**config.mk**
```make
export PLATFORM = sky130hd
export DESIGN_NAME = dac_calibration_trim_regs
export DESIGN_NICKNAME = d
export VERILOG_FILES = /design/src/rtl/dac_calibration_trim_regs.v /design/src/rtl/dac_trim_apply.v
export VERILOG_INCLUDE_DIRS = /design/src /design/src/rtl
export SDC_FILE = /design/constraint.sdc
export NUM_CORES = 1
export LEC_CHECK = 0
export ABC_AREA = 1
export BUFFER_PORTS_ARGS = -buffer_cell sky130_fd_sc_hd__clkbuf_2
export CAP_MARGIN = 20
export CORE_MARGIN = 2
export CORE_UTILIZATION = 36
export CTS_CLUSTER_SIZE = 14
export DETAILED_ROUTE_END_ITERATION = 8
export MAX_ROUTING_LAYER = met4
export PLACE_DENSITY = 0.62
export SYNTH_ARGS = -nofsm -noshare
export SYNTH_HDL_FRONTEND = slang
export SYNTH_SLANG_ARGS = --single-unit
```
**constraint.sdc**
```tcl
create_clock -name mclk_i -period 13.2 [get_ports mclk_i]
set_clock_uncertainty 0.2 [all_clocks]
set_input_delay 1.98 -clock mclk_i [delete_from_list [all_inputs] [get_ports mclk_i]]
set_output_delay 1.98 -clock mclk_i [all_outputs]
set_load 0.03 [all_outputs]
```
**src/rtl/dac_trim_defs.vh**
```
/*
  Constants of the excitation DAC calibration trim bank: register byte
  offsets, field positions, reset values and the trim arithmetic scale.
  Assumes it is included by its bare name from the rtl files.
*/
`ifndef DAC_TRIM_DEFS_VH
`define DAC_TRIM_DEFS_VH

// Register bus geometry
`define ADDR_W            16
`define DATA_W            32
`define TRIM_W            12

// Register byte offsets
`define OFS_FAST_DAC_CFG  16'h2010
`define OFS_CAL_KEY       16'h2230
`define OFS_CAL_STATUS    16'h2240
`define OFS_GAIN_TRIM     16'h2260
`define OFS_ATTEN_LP      16'h2264
`define OFS_NOATTEN_LP    16'h2268
`define OFS_ATTEN_HS      16'h22b8
`define OFS_NOATTEN_HS    16'h22bc

// Key values
`define CAL_KEY_UNLOCK    32'hde87a5af
`define CAL_KEY_RST       32'hde87a5a0

// Reset values
`define GAIN_TRIM_RST     12'h800
`define OFFSET_TRIM_RST   12'h000
`define FAST_DAC_CFG_RST  13'h001e

// Configuration field positions
`define CFG_GAIN_SEL_BIT  12
`define CFG_RATE_HI       8
`define CFG_RATE_LO       1
`define CFG_ATTEN_BIT     0
`define CFG_W             13

// Status field positions
`define STAT_UNLOCKED_BIT 0
`define STAT_REJECT_BIT   1

// Trim arithmetic
`define GAIN_MID          13'h0800
`define CODE_MID          13'h0800
`define GAIN_TRIM_SHIFT   13
`define OUT_W             13
`define OUT_MID_HALF      16'h1000
`define OUT_MAX_HALF      16'h1fff

`endif

```
**src/rtl/dac_calibration_trim_regs.v**
```verilog
/*
  Calibration trim register bank of the high speed excitation DAC:
  write key, gain trim, four offset trims, DAC configuration and a
  status word, plus the path that applies the trims to each DAC code.
  Assumes a simple register port synchronous to mclk_i, one strobe at a
  time, and a DAC power mode level from the power controller.
*/
`timescale 1ns/1ps
`default_nettype none
`include "dac_trim_defs.vh"

module dac_calibration_trim_regs
(
  input  wire                 mclk_i,
  input  wire                 sys_rst_i,
  input  wire [`ADDR_W-1:0]   addr_i,
  input  wire [`DATA_W-1:0]   wdata_i,
  input  wire                 wr_i,
  input  wire                 rd_i,
  input  wire                 hs_mode_i,
  input  wire [`TRIM_W-1:0]   dac_code_i,
  output reg  [`DATA_W-1:0]   rdata_o,
  output wire [`OUT_W-1:0]    dac_out_o,
  output wire                 gain_sel_o,
  output wire                 atten_en_o,
  output wire [7:0]           update_rate_o,
  output wire                 cal_unlocked_o
);

  // Offset trim entries, in this index order
  localparam [1:0] IDX_ATTEN_LP   = 2'd0;
  localparam [1:0] IDX_NOATTEN_LP = 2'd1;
  localparam [1:0] IDX_ATTEN_HS   = 2'd2;
  localparam [1:0] IDX_NOATTEN_HS = 2'd3;

  reg  [`DATA_W-1:0]  key_reg;
  reg  [`TRIM_W-1:0]  gain_trim_reg;
  reg  [`CFG_W-1:0]   cfg_reg;
  reg                 unlocked_reg;
  reg                 reject_reg;
  reg                 reject_next;
  reg  [`TRIM_W-1:0]  sel_offset_reg;
  reg  [`TRIM_W-1:0]  code_reg;
  reg  [`DATA_W-1:0]  rdata_next;
  wire                unlocked;
  wire                hit_key;
  wire                hit_gain;
  wire                hit_cfg;
  wire                hit_status;
  wire [3:0]          hit_ofs;
  wire [3:0]          prot_ofs;
  wire [3:0]          wr_ofs;
  wire [3:0]          rej_ofs;
  wire                wr_gain;
  wire                rej_gain;
  wire [1:0]          ofs_sel;
  wire [`TRIM_W-1:0]  ofs_val [0:3];

  // Key comparison against the stored word, not the bus value, so the
  // unlock takes effect on the cycle after the key write
  assign unlocked = (key_reg == `CAL_KEY_UNLOCK);

  // Address decode
  assign hit_key    = (addr_i == `OFS_CAL_KEY);
  assign hit_gain   = (addr_i == `OFS_GAIN_TRIM);
  assign hit_cfg    = (addr_i == `OFS_FAST_DAC_CFG);
  assign hit_status = (addr_i == `OFS_CAL_STATUS);

  // Gain trim write gated by the key
  assign wr_gain  = wr_i & hit_gain & unlocked;
  assign rej_gain = wr_i & hit_gain & ~unlocked;

  // Key register: any write stores the word; only the exact key unlocks,
  // so writing any other value locks the bank again
  always @(posedge mclk_i)
  begin
    if (sys_rst_i)
      key_reg <= `CAL_KEY_RST;
    else if (wr_i & hit_key)
      key_reg <= wdata_i;
  end

  // Registered copy of the lock state for the output pin
  always @(posedge mclk_i)
  begin
    if (sys_rst_i)
      unlocked_reg <= 1'b0;
    else
      unlocked_reg <= unlocked;
  end

  // Gain trim: twelve bits only, upper write bits dropped
  always @(posedge mclk_i)
  begin
    if (sys_rst_i)
      gain_trim_reg <= `GAIN_TRIM_RST;
    else if (wr_gain)
      gain_trim_reg <= wdata_i[`TRIM_W-1:0];
  end

  // DAC configuration: gain select, update rate and attenuator enable
  always @(posedge mclk_i)
  begin
    if (sys_rst_i)
      cfg_reg <= `FAST_DAC_CFG_RST;
    else if (wr_i & hit_cfg)
      cfg_reg <= wdata_i[`CFG_W-1:0];
  end

  // Offset trims: one entry each, protection per entry.
  // Low power trims carry no key protection; high speed ones do.
  genvar gi;
  generate
    for (gi = 0; gi < 4; gi = gi + 1)
    begin : g_ofs
      reg [`TRIM_W-1:0] trim_reg;

      assign hit_ofs[gi]  = (addr_i == ofs_addr(gi));
      assign prot_ofs[gi] = (gi == IDX_ATTEN_HS) || (gi == IDX_NOATTEN_HS);
      assign wr_ofs[gi]   = wr_i & hit_ofs[gi] & (unlocked | ~prot_ofs[gi]);
      assign rej_ofs[gi]  = wr_i & hit_ofs[gi] & ~unlocked & prot_ofs[gi];
      assign ofs_val[gi]  = trim_reg;

      // Zero at reset means no offset shift
      always @(posedge mclk_i)
      begin
        if (sys_rst_i)
          trim_reg <= `OFFSET_TRIM_RST;
        else if (wr_ofs[gi])
          trim_reg <= wdata_i[`TRIM_W-1:0];
      end
    end
  endgenerate

  // Byte address of each offset trim entry
  function [`ADDR_W-1:0] ofs_addr;
    input integer idx;
    begin
      case (idx)
        0:       ofs_addr = `OFS_ATTEN_LP;
        1:       ofs_addr = `OFS_NOATTEN_LP;
        2:       ofs_addr = `OFS_ATTEN_HS;
        default: ofs_addr = `OFS_NOATTEN_HS;
      endcase
    end
  endfunction

  // Sticky flag for a refused calibration write; a new refusal in the
  // clearing cycle wins so no refusal goes unseen
  always @*
  begin
    reject_next = reject_reg;
    if (wr_i & hit_status & wdata_i[`STAT_REJECT_BIT])
      reject_next = 1'b0;
    if (rej_gain | (|rej_ofs))
      reject_next = 1'b1;
  end

  always @(posedge mclk_i)
  begin
    if (sys_rst_i)
      reject_reg <= 1'b0;
    else
      reject_reg <= reject_next;
  end

  // Offset selection: power mode picks low power or high speed, the
  // attenuator bit picks the attenuated or unattenuated entry
  assign ofs_sel = {hs_mode_i, ~cfg_reg[`CFG_ATTEN_BIT]};

  // Selected offset registered to keep the decode out of the multiplier path.
  // After a range change the matching stored trim is selected on the next clock, with no rewrite.
  always @(posedge mclk_i)
  begin
    if (sys_rst_i)
    begin
      sel_offset_reg <= `OFFSET_TRIM_RST;
      code_reg       <= 12'h800;
    end
    else
    begin
      case (ofs_sel)
        IDX_ATTEN_LP:   sel_offset_reg <= ofs_val[0];
        IDX_NOATTEN_LP: sel_offset_reg <= ofs_val[1];
        IDX_ATTEN_HS:   sel_offset_reg <= ofs_val[2];
        IDX_NOATTEN_HS: sel_offset_reg <= ofs_val[3];
        default:        sel_offset_reg <= `OFFSET_TRIM_RST;
      endcase
      code_reg <= dac_code_i;
    end
  end

  // Trim arithmetic: one gain trim for all ranges, offset in half-LSB
  // steps so code 1 adds half an LSB and all ones removes half an LSB
  dac_trim_apply u_apply
  (
    .mclk_i    (mclk_i),
    .sys_rst_i (sys_rst_i),
    .code_i    (code_reg),
    .gain_i    (gain_trim_reg),
    .offset_i  (sel_offset_reg),
    .code_o    (dac_out_o)
  );

  // Read mux: trims return zero above bit 11, unmapped reads zero
  always @*
  begin
    rdata_next = 32'h00000000;
    if (rd_i)
    begin
      case (addr_i)
        `OFS_CAL_KEY:
          rdata_next = key_reg;
        `OFS_GAIN_TRIM:
          rdata_next = {20'h00000, gain_trim_reg};
        `OFS_ATTEN_LP:
          rdata_next = {20'h00000, ofs_val[0]};
        `OFS_NOATTEN_LP:
          rdata_next = {20'h00000, ofs_val[1]};
        `OFS_ATTEN_HS:
          rdata_next = {20'h00000, ofs_val[2]};
        `OFS_NOATTEN_HS:
          rdata_next = {20'h00000, ofs_val[3]};
        `OFS_FAST_DAC_CFG:
          rdata_next = {19'h00000, cfg_reg};
        `OFS_CAL_STATUS:
          rdata_next = {30'h00000000, reject_reg, unlocked};
        default:
          rdata_next = 32'h00000000;
      endcase
    end
  end

  // Read data stand for one cycle only, zero otherwise
  always @(posedge mclk_i)
  begin
    if (sys_rst_i)
      rdata_o <= 32'h00000000;
    else
      rdata_o <= rdata_next;
  end

  // Range bits out to the analog side, straight from the register
  assign gain_sel_o     = cfg_reg[`CFG_GAIN_SEL_BIT];
  assign atten_en_o     = cfg_reg[`CFG_ATTEN_BIT];
  assign update_rate_o  = cfg_reg[`CFG_RATE_HI:`CFG_RATE_LO];
  assign cal_unlocked_o = unlocked_reg;

endmodule
`default_nettype wire

```
**src/rtl/dac_trim_apply.v**
```verilog
/*
  Two-stage pipeline that applies the gain trim and the selected offset
  trim to a 12-bit DAC code. Result is in half-LSB units, 13 bits.
  Assumes trims are stable or change between codes; latency 2 cycles.
*/
`timescale 1ns/1ps
`default_nettype none
`include "dac_trim_defs.vh"

module dac_trim_apply
(
  input  wire                 mclk_i,
  input  wire                 sys_rst_i,
  input  wire [`TRIM_W-1:0]   code_i,
  input  wire [`TRIM_W-1:0]   gain_i,
  input  wire [`TRIM_W-1:0]   offset_i,
  output reg  [`OUT_W-1:0]    code_o
);

  wire signed [12:0] code_cen;
  wire signed [12:0] gain_dev;
  wire signed [25:0] prod;
  reg  signed [25:0] prod_reg;
  reg  signed [13:0] code_half_reg;
  reg  signed [11:0] offset_reg;
  wire signed [15:0] sum;

  // Code and gain both centred on midscale; gain 0x800 means unity
  assign code_cen = $signed({1'b0, code_i} - `CODE_MID);
  assign gain_dev = $signed({1'b0, gain_i} - `GAIN_MID);
  assign prod     = code_cen * gain_dev;

  // Offset is already in half-LSB units, so the code is doubled to match
  assign sum = {{2{code_half_reg[13]}}, code_half_reg}
             + {{3{prod_reg[25]}}, prod_reg[25:`GAIN_TRIM_SHIFT]}
             + {{4{offset_reg[11]}}, offset_reg}
             + $signed(`OUT_MID_HALF);

  // Stage one: product and doubled code
  always @(posedge mclk_i)
  begin
    if (sys_rst_i)
    begin
      prod_reg      <= 26'h0000000;
      code_half_reg <= 14'h0000;
      offset_reg    <= 12'h000;
    end
    else
    begin
      prod_reg      <= prod;
      code_half_reg <= {code_cen, 1'b0};
      offset_reg    <= offset_i;
    end
  end

  // Stage two: saturate so a large trim never wraps the output round
  always @(posedge mclk_i)
  begin
    if (sys_rst_i)
      code_o <= 13'h1000;
    else if (sum < 16'sh0000)
      code_o <= 13'h0000;
    else if (sum > $signed(`OUT_MAX_HALF))
      code_o <= 13'h1fff;
    else
      code_o <= sum[`OUT_W-1:0];
  end

endmodule
`default_nettype wire

```
[Word-level counts from Yosys, hierarchy flattened]
Cells that the tools add are included.
Word-level totals
  register bits after elaboration: 228
  logic and storage cells: 68
Cells by class
  $add $sub $neg: 5
  $mul: 1
  magnitude comparators: 2
  eq/ne operators: 12
  multiplexer cells: 6
  bitwise logic cells: 19
  reduce and logical (&&, ||, !) cells: 5
Operators with widths (number)
  one-hot mux 32 bit (8 select lines): 1
  equality test 16 x 14 -> 1 bit (second input constant): 8
  one-hot mux 12 bit (4 select lines): 1
  equality test 32 bit (second input constant): 1
  multiplier 13 x 13 -> 26 bit: 1
  2-to-1 mux 13 bit: 2
  subtractor 12 x 12 -> 13 bit (second input constant): 2
  adder 16 x 13 -> 16 bit (second input constant): 1
  adder 16 bit: 1
  > comparator 16 x 14 -> 1 bit (second input constant): 1
  < comparator 16 x 1 -> 1 bit (second input constant): 1
  adder 14 x 13 -> 15 bit: 1
  AND 1 bit: 15
  OR reduction 2 bit: 3
  equality test 2 bit (second input constant): 2
  NOT 1 bit: 3
  equality test 2 x 1 -> 1 bit (second input constant): 1
  zero test 2 bit: 1
  2-to-1 mux 1 bit: 2
  nonzero test 2 bit: 1
  OR 1 bit: 1

[Logic depth before layout (Yosys ltp)]
  depth after elaboration: 6
  gate-level depth with buffers: 26

[Hierarchy]
From an unflattened synthesis, not the netlist that was laid out.
Second synthesis, totals
  cells, all modules: 2102
  area, all modules: 15861.5 um^2
By module, submodules not included
  dac_trim_apply: times used 1, cells an instance 1099, area each 8802.2 um^2
  dac_calibration_trim_regs: times used 1, cells an instance 1003, area each 7059.3 um^2

[Least setup slack after synthesis]
No wires, ideal clock.
  path kind: flip-flop to flip-flop
  start: register code_reg[8]
  end: register u_apply.prod_reg[23]
  library setup time: 0.113 ns
  arrival: 5.028 ns
  data required time: 12.887 ns
  slack: 7.859 ns
  stages on the path, launching flop included: 21
  clock period less this slack: 5.341 ns
  cells stage by stage: dfxtp_1 > clkbuf_1 > nand2_1 > fa_1 > fa_1 > inv_1 > fa_1 > fa_1 > fa_1 > inv_1 > fa_1 > inv_1 > ha_1 > a21oi_1 > nor2_1 > nor2_1 > o21ai_0 > nand2_1 > nand3_1 > nor2_1 > nor2_1
On the way
  word-level cells in the longest chain between the ends: 2
RTL lines
  from (decl): line dac_calibration_trim_regs.v:43  | reg [`TRIM_W-1:0] code_reg;
  from (signal assigned): line dac_calibration_trim_regs.v:189  | code_reg <= dac_code_i;
  subtractor 12 x 12 -> 13 bit (no line)
  multiplier 13 x 13 -> 26 bit: line dac_trim_apply.v:31  | assign prod = code_cen * gain_dev;
  to (signal assigned): line dac_trim_apply.v:50  | prod_reg <= prod;
  to (decl): line dac_trim_apply.v:23  | reg signed [25:0] prod_reg;
Every way passes these cells.
A chain may end at the register's enable or synchronous reset.

[Final worst setup path]
  start: register gain_trim_reg[2]
  end: register u_apply.prod_reg[24]
On the way
  word-level cells in the longest chain between the ends: 2
RTL lines
  from (decl): line dac_calibration_trim_regs.v:37  | reg [`TRIM_W-1:0] gain_trim_reg;
  from (signal assigned): line dac_calibration_trim_regs.v:96  | gain_trim_reg <= `GAIN_TRIM_RST;
  from (signal assigned): line dac_calibration_trim_regs.v:98  | gain_trim_reg <= wdata_i[`TRIM_W-1:0];
  subtractor 12 x 12 -> 13 bit (no line)
  multiplier 13 x 13 -> 26 bit: line dac_trim_apply.v:31
Every way passes these cells.

==> impl_metrics.env <==
export IMPL_status="finished clean"
export IMPL_tns_ps=0
export IMPL_fmax_mhz=167.0
export IMPL_die_area_um2=46390
export IMPL_busiest_layer="met2"
export IMPL_p_leak_uw=0.009151
export IMPL_cts_sinks=213
export IMPL_initial_core_util_pct=36.46
export IMPL_synth_cells=2076
export IMPL_critPathLaunch="gain_trim_reg[2]$_SDFFE_PP0P_"
export IMPL_synth_top_area_share_pct=26.51
export IMPL_dr_pass1_iters=5
export IMPL_cts_resized=0
export IMPL_routed_wl_mm=43.15
export IMPL_ant_nets=0
export IMPL_synth_seq_area_share_pct=26.51
export IMPL_dpl_cell_area_um2=16990
export IMPL_holdWs_ps=194.4
export IMPL_fp_dieW_um=215.4
export IMPL_regToRegSetupSlack_ps=7210
export IMPL_crit_arrival_ps=6270
export IMPL_hpwl_mm=33.89
export IMPL_largest_reg_flops=48
export IMPL_grt_max_degree=74
export IMPL_dr_total_vias=13150
export IMPL_overflow=0
export IMPL_cts_tree="yes"
export IMPL_cp_end_kind="flip-flop"
export IMPL_cts_hold_buf=0
export IMPL_slowest_stage="fa_1"
export IMPL_hold_end="u_apply.offset_reg[1]$_SDFF_PP0_"
export IMPL_reg2reg_from="gain_trim_reg[2]$_SDFFE_PP0P_"
export IMPL_ys_warn_count=0
export IMPL_clk_latency_ps=570
export IMPL_gp_congestion=0.8913
export IMPL_power_uw=1428
export IMPL_syn_nets=2400
export IMPL_cap_viol_max_count=0
export IMPL_final_core_util_pct=40.36
export IMPL_synthTopCellsByCount="inv_1 (445), nand2_1 (365), nor2_1 (215)"
export IMPL_slew_viol_final=0
export IMPL_grt_first_pass_wirelength_mm=71.57
export IMPL_synth_area_top_cells="dfxtp_1 (27%), fa_1 (20%), inv_1 (10%)"
export IMPL_cts_max_path_buffers=3
export IMPL_core_area_um2=44120
export IMPL_finalNetCount=2467
export IMPL_rsz0062_at_grt="false"
export IMPL_path_clk_slew_ps=60
export IMPL_timing_rr_end="u_apply.prod_reg[24]$_SDFF_PP0_"
export IMPL_fin_crit_ps=5988
export IMPL_synth_most_common_cell="inv_1"
export IMPL_fin_crit_sh_pct=45.37
export IMPL_maxSlewHeadroom_pct=22.46
export IMPL_fin_area_um2=17810
export IMPL_start_kind="flip-flop"
export IMPL_ios=121
export IMPL_synthArstFlopShare_pct=0
export IMPL_crit_chain="inv_1 -> nor2_1 -> inv_1 -> fa_1 -> fa_1 -> inv_1 -> fa_1 -> inv_1 -> fa_1 -> inv_1 -> fa_1 -> ha_1 -> ha_1 -> nand2_1 -> nor2_1 -> nand2_1 -> o21bai_1 -> nand3_1 -> nand2_1 -> a21oi_1"
export IMPL_synth_area_um2=16090
export IMPL_groute_usage_overall_pct=19.62
export IMPL_antenna_found_initial=0
export IMPL_grt_met1_usage_pct=24.55
export IMPL_worstPathRequired_ps=13480
export IMPL_die_y_um=215.4
export IMPL_drt_iter0_markers=854
export IMPL_cts_buffers=25
export IMPL_drc_errors=0
export IMPL_holdPathStages=2
export IMPL_met3_usage_pct=2.114
export IMPL_drive_gt1_share_pct=11.05
export IMPL_avgRoutedWirePerCell_um=15.67
export IMPL_critPathMaxStageDelay_ps=730
export IMPL_timing_final_hold_violations=0
export IMPL_finalSetupViolations=0
export IMPL_tightest_slew_ps=1159
export IMPL_cts_root_buf="clkbuf_16"
export IMPL_post_cts_buffers=0
export IMPL_ys_ff_latch=213
export IMPL_path_max_fanout=13
export IMPL_power_density_nw_per_um2=80.20
export IMPL_synth_ff_type="dfxtp_1"
export IMPL_n_antenna_cell=0
export IMPL_first_global_vias=13750
export IMPL_routed_via_density=4.775
export IMPL_synth_distinct_cells=48
export IMPL_synth_edf_count=0
export IMPL_vdd_drop_max_uv=106.2
export IMPL_met2_usage_pct=33.45
export IMPL_crit_type="reg2reg"
export IMPL_worst_r2r_path_depth=20
export IMPL_avgSynthCellArea_um2=7.749
export IMPL_area_growth_pct=10.71
export IMPL_yosys_area_top_type="dfxtp_1"
export IMPL_htreeDepth=1
export IMPL_hold_start="sel_offset_reg[1]$_SDFF_PP0_"
export IMPL_num_rows=77
export IMPL_holdCritPathClass="reg2reg"
export IMPL_portBuffers=120
-- stage by stage --
step           setup slack [ps]  std cells
3_5_place_dp               7247       2708
6_report                   7212       2754
5_1_grt                    6811       2754
2_1_floorplan              7859       2076
3_3_place_gp               7288       2708
4_1_cts                    7212       2754
-- worst max path at each step --
| stage | endpoint | slack (ps) | cells past startpoint |
|---|---|---|---|
| after global routing | u_apply.prod_reg[23]$_SDFF_PP0_ | 6810 | 21 |
| after detailed placement | u_apply.prod_reg[24]$_SDFF_PP0_ | 7250 | 20 |
| after global placement | u_apply.prod_reg[23]$_SDFF_PP0_ | 7290 | 21 |
| after CTS | u_apply.prod_reg[24]$_SDFF_PP0_ | 7210 | 20 |
| after floorplan | u_apply.prod_reg[23]$_SDFF_PP0_ | 7860 | 20 |
| final | u_apply.prod_reg[24]$_SDFF_PP0_ | 7210 | 20 |
-- cell usage in the layout, fill, tap and decap left out, types with 13 or more instances in the layout --
master     count
inv_1        444
nand2_1      365
nor2_1       215
dfxtp_1      213
fa_1         157
a21oi_1      139
clkbuf_2     120
ha_1         102
o21ai_0       60
nand3_1       45
o21ai_1       45
clkbuf_16     25
nor3_1        22
o211ai_1      18
a211oi_2      18
o22ai_1       17
nor2_2        16
nand4_1       15
xor2_1        13
-- worst max-delay path, delay by kind of cell, from the launching register on --
family,cells,cell delay (ps)
simple gates,6,650
flops,1,660
compound gates,2,310
fa+ha+maj,7,3520
buf+inv,5,560
-- layout make-up --
type / count / area [um^2]
multi-input combinational: 1326 / 9657
timing repair buffer: 123 / 623.1
tap: 592 / 740.7
clock buffer: 35 / 703.2
fill: 4579 / 26320
clock inverter: 11 / 116.4
inverter: 454 / 1705
sequential: 213 / 4264
-- metal layers --
metal | vias up | routed length, um
li1 | 6522 | -
met1 | 6175 | 18870
met2 | 377 | 20780
met3 | 75 | 2341
met4 | 0 | 1154
met5 | - | 0
-- where the power goes --
group          total [uW]  internal, uW  switching, uW
combinational        69.2          19.7           49.6
sequential            660           649           10.4
clock                 699           396            303
total                1430          1070            363
-- logic make-up (layout without fill, tap and decap cells) --
kind of cell    after synthesis  after routing  share of synthesized area (%)
mux                           1              1                        0.06223
compound gates              324            324                          11.88
simple gates                717            717                          19.26
xor+xnor                     25             25                          1.361
buf+inv                     537            623                          13.46
flops                       213            213                          26.51
fa+ha+maj                   259            259                          27.47
Note: power is estimated with default switching activity, not from simulation.
